==> src/include/rtc_cfg.svh <==
// Constants for the clock's indirect access port and timebase
`ifndef RTC_CFG_SVH
`define RTC_CFG_SVH
`define RTC_SFR_ADDR 8'hac
`define RTC_SFR_DATA 8'had
`define RTC_SFR_LOCK 8'hae
`define RTC_LOCK_UNLOCKED 8'h02
`define RTC_ADR_AUTO_READ_ENABLE 6
`define RTC_IA_CAP_LAST 5'h03
`define RTC_IA_CTRL 5'h04
`define RTC_IA_OSC_CTRL 5'h05
`define RTC_IA_OSC_CFG 5'h06
`define RTC_IA_ALM_CFG 5'h07
`define RTC_IA_ALM_FIRST 5'h08
`define RTC_IA_ALM_LAST 5'h13
`define RTC_CTRL_POWER 7
`define RTC_CTRL_MCD 6
`define RTC_CTRL_FAIL 5
`define RTC_CTRL_SET 1
`define RTC_CTRL_SNAP 0
`define RTC_XCN_AGC 7
`define RTC_XCN_MODE 6
`define RTC_XCN_BIAS2 5
`define RTC_XCN_VALID 4
`define RTC_XCN_LFO 3
`define RTC_XCF_AUTOSTEP 7
`define RTC_XCF_READY 6
`define RTC_CLK_MHZ 10
`define RTC_MCD_TIME_US 100
`define RTC_MCD_CYCLES 11'(`RTC_MCD_TIME_US * `RTC_CLK_MHZ)
`define RTC_CNT_STEP_OSC 32'h0000_0001
`define RTC_CNT_STEP_LFO 32'h0000_0002
`endif

==> src/include/rtc_pkg.sv <==
// Types and shared helpers for the clock's access port and timebase
`include "rtc_cfg.svh"
package rtc_pkg;
  typedef struct packed {
    logic [4:0] addr;
    logic auto_read_enable;
    logic [7:0] data;
    logic [7:0] rdata;
    logic [31:0] counter;
    logic [3:0][7:0] capture;
    logic [11:0][7:0] alarm;
    logic [7:0] alm_cfg;
    logic power;
    logic mcd_en;
    logic fail;
    logic automatic_gain_control;
    logic mode;
    logic bias2;
    logic lfo_en;
    logic valid;
    logic autostep;
    logic [3:0] loadcap;
    logic [3:0] step;
  } rtc_state_t;

  typedef struct packed {
    logic [2:0] sh;
    logic lvl;
    logic chg;
    logic rise;
  } rtc_sync_t;

  typedef struct packed {
    logic [10:0] cnt;
    logic fired;
    logic fail;
  } rtc_mcd_t;

  // Capture and alarm bytes advance the address after each write and each autoread data read
  function automatic logic rtc_auto_inc(input logic [4:0] a);
    rtc_auto_inc = (a <= `RTC_IA_CAP_LAST) || (a >= `RTC_IA_ALM_FIRST && a <= `RTC_IA_ALM_LAST);
  endfunction
endpackage

==> src/rtl/rtc_indirect_access_and_timebase.sv <==
// Indirect register access port and timebase selection of the real-time clock
// Notes on behaviour
// - Lock/status register always reads the unlocked value 0x02.
// - Writes to the lock/status register are discarded with no side effect.
// - Address register bit 6 is autoread enable, read/write, reset 0.
// - Address bits 4:0 pick the internal register for indirect access.
// - Indirect writes to capture or alarm bytes advance the address by one; data reads do so only with autoread.
// - Address bits 7 and 5 read zero and ignore writes.
// - Data register carries the byte to or from the selected register.
// - Counter runs from its own timebase, apart from the system clock.
// - Timebase is crystal, self-oscillate, external CMOS or low-frequency oscillator.
// - Mode select bit: 1 crystal, 0 self-oscillate.
// - Oscillator enable bit 1 powers the oscillator circuit.
// - Clock-valid flag reads 0 whenever bias doubling is off.
// - Self-oscillate bias doubling picks about 20 kHz or about 40 kHz.
// - Self-oscillate runs at once with no wait or validity gate.
// - Low-frequency enable both starts and selects that oscillator, no delay.
// - Low-frequency ticks add to counter bit 1, doubling count rate.
// - Autoread: data read returns prepared byte and launches next indirect read.
// - Data write starts indirect write into the selected register.
// - Armed detector flags failure after oscillator idle beyond 100 us.
// - Load-ready flag sets once stepping reaches the programmed load value.
`include "rtc_cfg.svh"
module rtc_indirect_access_and_timebase (
  input wire logic core_clk,
  input wire logic rst,
  input wire logic [7:0] sfr_addr,
  input wire logic sfr_wr,
  input wire logic sfr_rd,
  input wire logic [7:0] sfr_wdata,
  output logic [7:0] sfr_rdata,
  input wire logic rtc_crystal_in_pin,
  input wire logic low_freq_osc,
  output logic osc_power_enable,
  output logic osc_mode_select,
  output logic bias_double_enable,
  output logic gain_control_enable,
  output logic low_freq_osc_enable,
  output logic [3:0] load_cap_sel,
  output logic osc_fail_flag
);
  import rtc_pkg::*;

  rtc_state_t s_q;
  rtc_state_t s_d;

  logic osc_level;
  logic osc_chg;
  logic osc_rise;
  logic lfo_rise;
  logic mcd_timeout;

  // Timebase edges arrive asynchronously and are filtered here
  rtc_pin_sync u_osc_sync (
    .core_clk(core_clk),
    .rst(rst),
    .pin(rtc_crystal_in_pin),
    .level(osc_level),
    .changed(osc_chg),
    .rose(osc_rise)
  );

  rtc_pin_sync u_lfo_sync (
    .core_clk(core_clk),
    .rst(rst),
    .pin(low_freq_osc),
    .level(),
    .changed(),
    .rose(lfo_rise)
  );

  rtc_missing_clk u_mcd (
    .core_clk(core_clk),
    .rst(rst),
    .enable(s_q.mcd_en & s_q.power & ~s_q.lfo_en),
    .activity(osc_chg),
    .timeout(mcd_timeout)
  );

  // Value seen by an indirect read of internal address a
  function automatic logic [7:0] rtc_ird(input rtc_state_t s, input logic [4:0] a);
    logic [4:0] ai;
    rtc_ird = 8'h00;
    ai = a - `RTC_IA_ALM_FIRST;
    if (a <= `RTC_IA_CAP_LAST) begin
      rtc_ird = s.capture[a[1:0]];
    end else if (a >= `RTC_IA_ALM_FIRST && a <= `RTC_IA_ALM_LAST) begin
      rtc_ird = s.alarm[ai[3:0]];
    end else if (a == `RTC_IA_CTRL) begin
      rtc_ird[`RTC_CTRL_POWER] = s.power;
      rtc_ird[`RTC_CTRL_MCD] = s.mcd_en;
      rtc_ird[`RTC_CTRL_FAIL] = s.fail;
    end else if (a == `RTC_IA_OSC_CTRL) begin
      rtc_ird[`RTC_XCN_AGC] = s.automatic_gain_control;
      rtc_ird[`RTC_XCN_MODE] = s.mode;
      rtc_ird[`RTC_XCN_BIAS2] = s.bias2;
      rtc_ird[`RTC_XCN_VALID] = s.valid;
      rtc_ird[`RTC_XCN_LFO] = s.lfo_en;
    end else if (a == `RTC_IA_OSC_CFG) begin
      rtc_ird[`RTC_XCF_AUTOSTEP] = s.autostep;
      rtc_ird[`RTC_XCF_READY] = s.power && (s.step == s.loadcap);
      rtc_ird[3:0] = s.loadcap;
    end else if (a == `RTC_IA_ALM_CFG) begin
      rtc_ird = s.alm_cfg;
    end
  endfunction

  logic tick;
  logic [31:0] cnt_step;
  logic [4:0] nxt_addr;
  logic [4:0] wi;
  logic acc_addr;
  logic acc_data;
  logic acc_lock;

  always_comb begin
    s_d = s_q;
    acc_addr = sfr_addr == `RTC_SFR_ADDR;
    acc_data = sfr_addr == `RTC_SFR_DATA;
    acc_lock = sfr_addr == `RTC_SFR_LOCK;
    nxt_addr = s_q.addr;
    wi = s_q.addr - `RTC_IA_ALM_FIRST;

    // Low-frequency enable overrides the oscillator as the tick source
    if (s_q.lfo_en) begin
      tick = lfo_rise;
      cnt_step = `RTC_CNT_STEP_LFO;
    end else begin
      // No start-up gate: self-oscillate and crystal count from the first edge
      tick = s_q.power & osc_rise;
      cnt_step = `RTC_CNT_STEP_OSC;
    end
    if (tick) begin
      s_d.counter = s_q.counter + cnt_step;
    end

    // Load capacitance steps up one notch per timebase tick
    if (!s_q.power) begin
      s_d.step = 4'h0;
    end else if (!s_q.autostep || s_q.step > s_q.loadcap) begin
      s_d.step = s_q.loadcap;
    end else if (tick && s_q.step < s_q.loadcap) begin
      s_d.step = s_q.step + 4'h1;
    end

    // Register read answers one cycle after the strobe
    if (sfr_rd) begin
      if (acc_lock) begin
        s_d.rdata = `RTC_LOCK_UNLOCKED;
      end else if (acc_addr) begin
        s_d.rdata = {1'b0, s_q.auto_read_enable, 1'b0, s_q.addr};
      end else if (acc_data) begin
        s_d.rdata = s_q.data;
        if (s_q.auto_read_enable) begin
          // Consumed byte advances the pointer at capture and alarm addresses, next byte is fetched
          if (rtc_auto_inc(s_q.addr)) begin
            nxt_addr = s_q.addr + 5'h01;
          end
          s_d.addr = nxt_addr;
          s_d.data = rtc_ird(s_q, nxt_addr);
        end
      end else begin
        s_d.rdata = 8'h00;
      end
    end

    // Lock/status writes fall through untouched
    if (sfr_wr && acc_addr) begin
      s_d.auto_read_enable = sfr_wdata[`RTC_ADR_AUTO_READ_ENABLE];
      s_d.addr = sfr_wdata[4:0];
      // Prefetch so a plain data read returns the selected register
      s_d.data = rtc_ird(s_q, sfr_wdata[4:0]);
    end else if (sfr_wr && acc_data) begin
      s_d.data = sfr_wdata;
      if (s_q.addr <= `RTC_IA_CAP_LAST) begin
        s_d.capture[s_q.addr[1:0]] = sfr_wdata;
      end else if (s_q.addr >= `RTC_IA_ALM_FIRST && s_q.addr <= `RTC_IA_ALM_LAST) begin
        s_d.alarm[wi[3:0]] = sfr_wdata;
      end else if (s_q.addr == `RTC_IA_CTRL) begin
        s_d.power = sfr_wdata[`RTC_CTRL_POWER];
        s_d.mcd_en = sfr_wdata[`RTC_CTRL_MCD];
        // Software may only clear the fail flag
        if (!sfr_wdata[`RTC_CTRL_FAIL]) begin
          s_d.fail = 1'b0;
        end
        if (sfr_wdata[`RTC_CTRL_SET]) begin
          s_d.counter = s_q.capture;
        end
        if (sfr_wdata[`RTC_CTRL_SNAP]) begin
          s_d.capture = s_q.counter;
        end
      end else if (s_q.addr == `RTC_IA_OSC_CTRL) begin
        s_d.automatic_gain_control = sfr_wdata[`RTC_XCN_AGC];
        s_d.mode = sfr_wdata[`RTC_XCN_MODE];
        s_d.bias2 = sfr_wdata[`RTC_XCN_BIAS2];
        s_d.lfo_en = sfr_wdata[`RTC_XCN_LFO];
      end else if (s_q.addr == `RTC_IA_OSC_CFG) begin
        s_d.autostep = sfr_wdata[`RTC_XCF_AUTOSTEP];
        s_d.loadcap = sfr_wdata[3:0];
      end else if (s_q.addr == `RTC_IA_ALM_CFG) begin
        s_d.alm_cfg = sfr_wdata;
      end
      if (rtc_auto_inc(s_q.addr)) begin
        s_d.addr = s_q.addr + 5'h01;
      end
    end

    // A detector event in the clearing cycle still sets the flag
    if (mcd_timeout) begin
      s_d.fail = 1'b1;
    end

    // Valid needs bias doubling and crystal mode; a rising edge while powered confirms it
    if (!s_d.bias2 || !s_d.power || !s_d.mode) begin
      s_d.valid = 1'b0;
    end else if (osc_rise) begin
      s_d.valid = 1'b1;
    end
  end

  always_ff @(posedge core_clk) begin
    if (rst) begin
      s_q <= '0;
    end else begin
      s_q <= s_d;
    end
  end

  assign sfr_rdata = s_q.rdata;
  assign osc_power_enable = s_q.power;
  assign osc_mode_select = s_q.mode;
  assign bias_double_enable = s_q.bias2;
  assign gain_control_enable = s_q.automatic_gain_control;
  assign low_freq_osc_enable = s_q.lfo_en;
  assign load_cap_sel = s_q.step;
  assign osc_fail_flag = s_q.fail;
endmodule

==> src/rtl/rtc_missing_clk.sv <==
// One-shot detector for an oscillator that stops toggling
`include "rtc_cfg.svh"
module rtc_missing_clk (
  input wire logic core_clk,
  input wire logic rst,
  input wire logic enable,
  input wire logic activity,
  output logic timeout
);
  import rtc_pkg::*;
  rtc_mcd_t s_q;
  rtc_mcd_t s_d;

  always_comb begin
    s_d = s_q;
    s_d.fail = 1'b0;
    if (!enable || activity) begin
      s_d.cnt = '0;
      s_d.fired = 1'b0;
    end else if (!s_q.fired) begin
      if (s_q.cnt == `RTC_MCD_CYCLES) begin
        // Fires once per stall; re-armed by the next edge
        s_d.fail = 1'b1;
        s_d.fired = 1'b1;
      end else begin
        s_d.cnt = s_q.cnt + 11'h001;
      end
    end
  end

  always_ff @(posedge core_clk) begin
    if (rst) begin
      s_q <= '0;
    end else begin
      s_q <= s_d;
    end
  end

  assign timeout = s_q.fail;
endmodule

==> src/rtl/rtc_pin_sync.sv <==
// Three-stage input synchroniser with agreement filter and edge pulses
module rtc_pin_sync (
  input wire logic core_clk,
  input wire logic rst,
  input wire logic pin,
  output logic level,
  output logic changed,
  output logic rose
);
  import rtc_pkg::*;
  rtc_sync_t s_q;
  rtc_sync_t s_d;

  always_comb begin
    s_d = s_q;
    s_d.sh = {s_q.sh[1:0], pin};
    // Stage one feeds only stage two; later stages must agree
    if (s_q.sh[1] == s_q.sh[2]) begin
      s_d.lvl = s_q.sh[2];
    end
    s_d.chg = s_d.lvl != s_q.lvl;
    s_d.rise = s_d.lvl & ~s_q.lvl;
  end

  always_ff @(posedge core_clk) begin
    if (rst) begin
      s_q <= '0;
    end else begin
      s_q <= s_d;
    end
  end

  assign level = s_q.lvl;
  assign changed = s_q.chg;
  assign rose = s_q.rise;
endmodule

==> config.mk <==
export PLATFORM = sky130hd
export DESIGN_NAME = rtc_indirect_access_and_timebase
export DESIGN_NICKNAME = d
export VERILOG_FILES = /design/src/include/rtc_pkg.sv /design/src/rtl/rtc_indirect_access_and_timebase.sv /design/src/rtl/rtc_missing_clk.sv /design/src/rtl/rtc_pin_sync.sv
export VERILOG_INCLUDE_DIRS = /design/src /design/src/include
export SDC_FILE = /design/constraint.sdc
export NUM_CORES = 1
export LEC_CHECK = 0
export ABC_CLOCK_PERIOD_IN_PS = 2800
export BUFFER_PORTS_ARGS = -buffer_cell sky130_fd_sc_hd__buf_2
export CAP_MARGIN = 30
export CORE_UTILIZATION = 40
export DETAILED_ROUTE_END_ITERATION = 6
export PLACE_DENSITY = 0.52
export SKIP_LAST_GASP = 1
export SLEW_MARGIN = 15
export SYNTH_ARGS = -nofsm -noshare
export SYNTH_HDL_FRONTEND = slang
export SYNTH_HIERARCHICAL = 1
export SYNTH_SLANG_ARGS = --single-unit
==> constraint.sdc <==
create_clock -name core_clk -period 2.8 [get_ports core_clk]
set_input_delay 0.28 -clock core_clk [delete_from_list [all_inputs] [get_ports core_clk]]
set_output_delay 0.28 -clock core_clk [all_outputs]
set_load 0.05 [all_outputs]
Word-level counts from Yosys, hierarchy flattened
Cells that the tools add are included.
- $add $sub $neg: 7
- magnitude comparators: 19
- equality and inequality tests: 27
- mux-type cells: 87
- bitwise gates (word level): 17
- reduce and logical (&&, ||, !) cells: 40
- operator list (cell ; count):
    175-bit two-way mux ; 2
    8-bit two-way mux ; 25
    32-bit two-way mux ; 5
    64-bit two-way mux ; 2
    111-bit two-way mux ; 1
    96-bit bitwise mux ; 1
    96-bit two-way mux ; 1
    5-bit two-way mux ; 18
    8-bit binary-select mux with 4-bit select ; 2
    5-bit by 3-bit equality test with 1-bit output (second input constant) ; 12
    32-bit adder ; 1
    8-bit binary-select mux with 2-bit select ; 2
    32-bit bitwise mux ; 1
    8-bit demux with 4-bit select ; 1
    8-bit equality test (second input constant) ; 3
    4-bit two-way mux ; 6
    8-bit demux with 2-bit select ; 1
    16-bit two-way mux ; 1
    5-bit by 4-bit >= comparator with 1-bit output (second input constant) ; 3
    5-bit by 2-bit less-or-equal comparator with 1-bit output (second input constant) ; 3
    5-bit less-or-equal comparator (second input constant) ; 3
    4-bit by 5-bit < comparator with 1-bit output (second input constant) ; 3
    15-bit two-way mux ; 1
    3-bit two-way mux ; 5
    32 further kinds ; 94
- bits in registers: 231
- output and inout bits: 18
- logic and storage cells: 240

Logic depth before layout (Yosys ltp)
- depth in word-level cells: 23
- depth in mapped cells: 12
- gate-level depth less buffers: 10

By module
The synthesis kept the hierarchy.
- by module, submodules not included (module ; times used ; cells each ; area each (µm²) ; seq. area each (µm²)):
    rtc_indirect_access_and_timebase ; 1 ; 1469 ; 12037.8 ; 4144.0
    rtc_missing_clk ; 1 ; 65 ; 603.1 ; 260.2
    rtc_pin_sync ; 2 ; 15 ; 190.2 ; 120.1

Worst setup path before layout
OpenSTA, ideal clock, no wires.
- kind: register to register
- start: reg s_q, in the netlist low_freq_osc_enable
- end: reg s_q[183] (netlist name)
- setup time: 0.086 ns
- data arrival time: 2.727 ns
- data required time: 2.714 ns
- path slack: -0.013 ns
- stages on the path, launching flop included: 9
- clock period less this slack: 2.813 ns
- cells stage by stage: dfxtp_1 inv_1 fa_1 a2111oi_1 nand4_1 nor3_2 nand4_1 xor2_1 a211oi_1
- longest elaborated chain between the ends: 9
- elaborated cells on any way between the ends: 10
- those cells by class: add/sub: 1; mux: 9
- ends and longest elaborated chain (item ; RTL line ; text):
    start: declaration ; rtc_indirect_access_and_timebase.sv:44 ; rtc_state_t s_q;
    start signal: assignment ; rtc_indirect_access_and_timebase.sv:223 ; s_q <= '0;
    start signal: assignment ; rtc_indirect_access_and_timebase.sv:225 ; s_q <= s_d;
    2-bit two-way mux ; rtc_indirect_access_and_timebase.sv:125 ; if (s_q.lfo_en) begin
    32-bit adder ; rtc_indirect_access_and_timebase.sv:134 ; s_d.counter = s_q.counter + cnt_step;
    32-bit two-way mux * ; rtc_indirect_access_and_timebase.sv:133 ; if (tick) begin
    32-bit two-way mux ; rtc_indirect_access_and_timebase.sv:186 ; if (sfr_wdata[`RTC_CTRL_SET]) begin
    64-bit two-way mux ; rtc_indirect_access_and_timebase.sv:179 ; end else if (s_q.addr == `RTC_IA_CTRL) begin
    64-bit two-way mux ; rtc_indirect_access_and_timebase.sv:177 ; end else if (s_q.addr >= `RTC_IA_ALM_FIRST && s_q.addr <= `RTC_IA_ALM_LAST) begin
    32-bit two-way mux ; rtc_indirect_access_and_timebase.sv:175 ; if (s_q.addr <= `RTC_IA_CAP_LAST) begin
    175-bit two-way mux ; rtc_indirect_access_and_timebase.sv:173 ; end else if (sfr_wr && acc_data) begin
    175-bit two-way mux * ; rtc_indirect_access_and_timebase.sv:168 ; if (sfr_wr && acc_addr) begin
Every way passes the cells marked *; elsewhere a longest branch is shown, timed or not. The select of a mux whose other input is x is not followed.
A chain may end at the register's enable or synchronous reset.

Worst setup path after layout
- start: reg s_q[206] (netlist name)
- end: reg s_q[194] (netlist name)
- longest elaborated chain between the ends: 23
- elaborated cells on any way between the ends: 38
- those cells by class: add/sub: 2; order compare: 6; eq/ne: 4; mux: 23; reduce/logical: 3
- ends and longest elaborated chain (item ; RTL line ; text):
    5-bit by 4-bit >= comparator with 1-bit output (no line) or 5-bit less-or-equal comparator (tied branches) ; n/a ;
    1-bit logical AND (no line) ; n/a ;
    1-bit logical OR ; rtc_pkg.sv:41 ; rtc_auto_inc = (a <= `RTC_IA_CAP_LAST) || (a >= `RTC_IA_ALM_FIRST && a <= `RTC_IA_ALM_LAST);
    5-bit two-way mux * ; rtc_indirect_access_and_timebase.sv:156 ; if (rtc_auto_inc(s_q.addr)) begin
    5-bit two-way mux * ; rtc_indirect_access_and_timebase.sv:154 ; if (s_q.auto_read_enable) begin
    5-bit two-way mux * ; rtc_indirect_access_and_timebase.sv:152 ; end else if (acc_data) begin
    5-bit two-way mux * ; rtc_indirect_access_and_timebase.sv:150 ; end else if (acc_addr) begin
    5-bit two-way mux * ; rtc_indirect_access_and_timebase.sv:148 ; if (acc_lock) begin
    [... 7 more ...] ; n/a ;
    8-bit two-way mux * ; rtc_indirect_access_and_timebase.sv:85 ; if (a <= `RTC_IA_CAP_LAST) begin
    8-bit two-way mux * ; rtc_indirect_access_and_timebase.sv:154 ;
    8-bit two-way mux * ; rtc_indirect_access_and_timebase.sv:152 ;
    8-bit two-way mux * ; rtc_indirect_access_and_timebase.sv:150 ;
    8-bit two-way mux * ; rtc_indirect_access_and_timebase.sv:148 ;
    16-bit two-way mux * ; rtc_indirect_access_and_timebase.sv:147 ; if (sfr_rd) begin
    8-bit two-way mux * ; rtc_indirect_access_and_timebase.sv:173 ;
    8-bit two-way mux * ; rtc_indirect_access_and_timebase.sv:168 ;
Every way passes the cells marked *. The select of a mux whose other input is x is not followed.

==> run metrics <==
peak supply drop=0.000426 V; fin. max-slew vios=0; Hold Vio Cnt, Final=0; non-filler cells, final=2083; worst-skew pair later-pin latency=0.57 ns; gp weighted congestion=0.976; nets=1664; Max stage delay cell, worst path=dfxtp_1; critical path type=flop to flop; RSZ-0062 raised after global routing=yes; P per Cell Area=490 nW/um^2; RR Endpoint=s_q[194]; Final WS setup=0.133 ns; Slew @ Worst Pin=0.752 ns; total CTS buffers=28; Initial Util=0.409; largest net degree at the start of global routing=104; mapped cell area=13000 sq um; DRT Wirelength=47600 um; DRT iter0 DRCs=1140; placed cell count=2028; P&R area growth vs syn=17.2%; ratio of cells with drive above 1 in the final layout=0.181; endpoints failing setup=0; fmax=0.375 GHz; PortBufs=39; Top-Level Pins=40; Yosys warning count=6; TNS Setup=0 ns; R2R depth=8; vias per cell=5.96; Final Skew=0.0201 ns; Floorplan Core Area=31800 sq um; Gate Count Post-Synth=1562; Worst R2R Start=s_q[206]; fin crit share=0.953; crit-path max FO=12; worst reg-to-reg setup slack=0.13 ns; overflow left after global routing=0; fill cell count=3094; worst hold slack=0.0460 ns; Hold Path End=sfr_rdata[1]; number of max-cap violations=0; status=complete, no violations; Die Height=182 um; max incr delay on CP=0.62 ns; clock sink count=231; Die Span X=182 um; First-pass DRT Iterations=6; Final Util=0.479; Worst Path Required=3.29 ns; Vias=12400; first-pass GRT wire length=72100 um; Mapped Nets=1600; DP Area=14200 sq um; # H-tree levels=1; crit path cell chain=mux2_2 > mux2i_1 > buf_4 > o221ai_1 > a2111oi_0 > buf_4 > a2111oi_1 > o21ai_1; Total Power=7.46 mW; Arrival @ worst endpoint=3.15 ns; Worst Hold Path Cells=3; P_leak=5.28 nW; FP Rows=65; DP Wirelength=34800 um; Post-Layout Inst Area=15200 sq um; most frequent CP cell=buf_4; ANT nets after route=0; DRC violations left=0; pre-CTS setup slack=-0.310 ns; die area=33200 sq um; GRT Total Usage=0.284; routed len/inst=22.8 um; Slew headroom=0.499; Avg Cell Area, Syn=8.32 sq um; crit start category=flop; maximum buffer depth of the clock tree=3; min-delay src=sfr_rd; clock slew at reported path FFs=0.07 ns; CTS tree=built; Diodes inserted=0; HP Class=input port to flop; fin crit period=2.67 ns; root buf cell=clkbuf_16; initial antenna violation count=0; vias in the first global route=11500; crit end category=flop
[layout by cell type, fill, tap and decap left out, types with 8 or more instances in the layout]
cell and count:
a211oi_1 71, buf_4 117, and3_1 14, a2111oi_0 8, clkbuf_16 28, mux4_2 38
nor2_1 162, mux2i_1 68, nand4_1 10, buf_2 37, inv_1 25, ha_1 14
nand3_1 32, and2_1 20, o21ai_0 45, dfxtp_1 230, o22ai_1 14, xnor2_1 21
xor2_1 22, a21oi_1 124, nand2_1 259, nor2b_1 22, nor3_1 25, a22oi_1 38
o221ai_1 8
[per-layer routing]
layer | up-vias | GRT usage | share of wire
met2 | 517 | 0.428 | 0.43
met4 | 0 | 0.0595 | 0.018
met1 | 6086 | 0.425 | 0.47
li1 | 5755 | - | -
met3 | 62 | 0.0421 | 0.078
met5 | - | 0 | 0
[power breakdown]
| group | leakage (nW) | switching [mW] | internal, mW |
|---|---|---|---|
| clock | 0.479 | 1.56 | 2.28 |
| sequential | 1.86 | 0.00284 | 3.29 |
| combinational | 2.94 | 0.220 | 0.0959 |
| total | 5.28 | 1.79 | 5.67 |
[critical path: cells and delay by family (launching register included)]
family                 cells  cell delay [ns]
buffers and inverters      2             0.40
muxes                      2             0.61
AOI/OAI and AO/OA          4             0.95
DFF                        1             0.62
[worst max path at each step]
| stage | startpoint | end | slack, ns | depth (start not counted) |
|---|---|---|---|---|
| after global routing | s_q[202] | s_q[198] | -0.002 | 10 |
| after CTS | s_q[202] | s_q[194] | 0.005 | 8 |
| after global placement | s_q[202] | s_q[194] | -0.22 | 9 |
| after detailed placement | s_q[202] | s_q[194] | -0.31 | 9 |
| after floorplan | low_freq_osc_enable | s_q[183] | 0.19 | 10 |
| final | s_q[206] | s_q[194] | 0.13 | 8 |
[what timing repair did]
item | in CTS | in global routing
hold buffers | 2 | 0
pin swaps | 0 | 2
setup endpoints to repair | 5 | 12
gates resized for setup | 3 | 13
endpoints found under the hold margin | 2 | 0
setup buffers | 0 | 1
[layout make-up]
type,instances,area [sq um],area share
sequential,231,4630,0.304
clock inverter,19,238,0.0156
timing repair buffer,163,1210,0.0798
tap,435,544,0.0357
multi-input combinational,1176,7770,0.510
inverter,26,97.6,0.00641
clock buffer,33,739,0.0485
(Power assumes the default switching activity.)
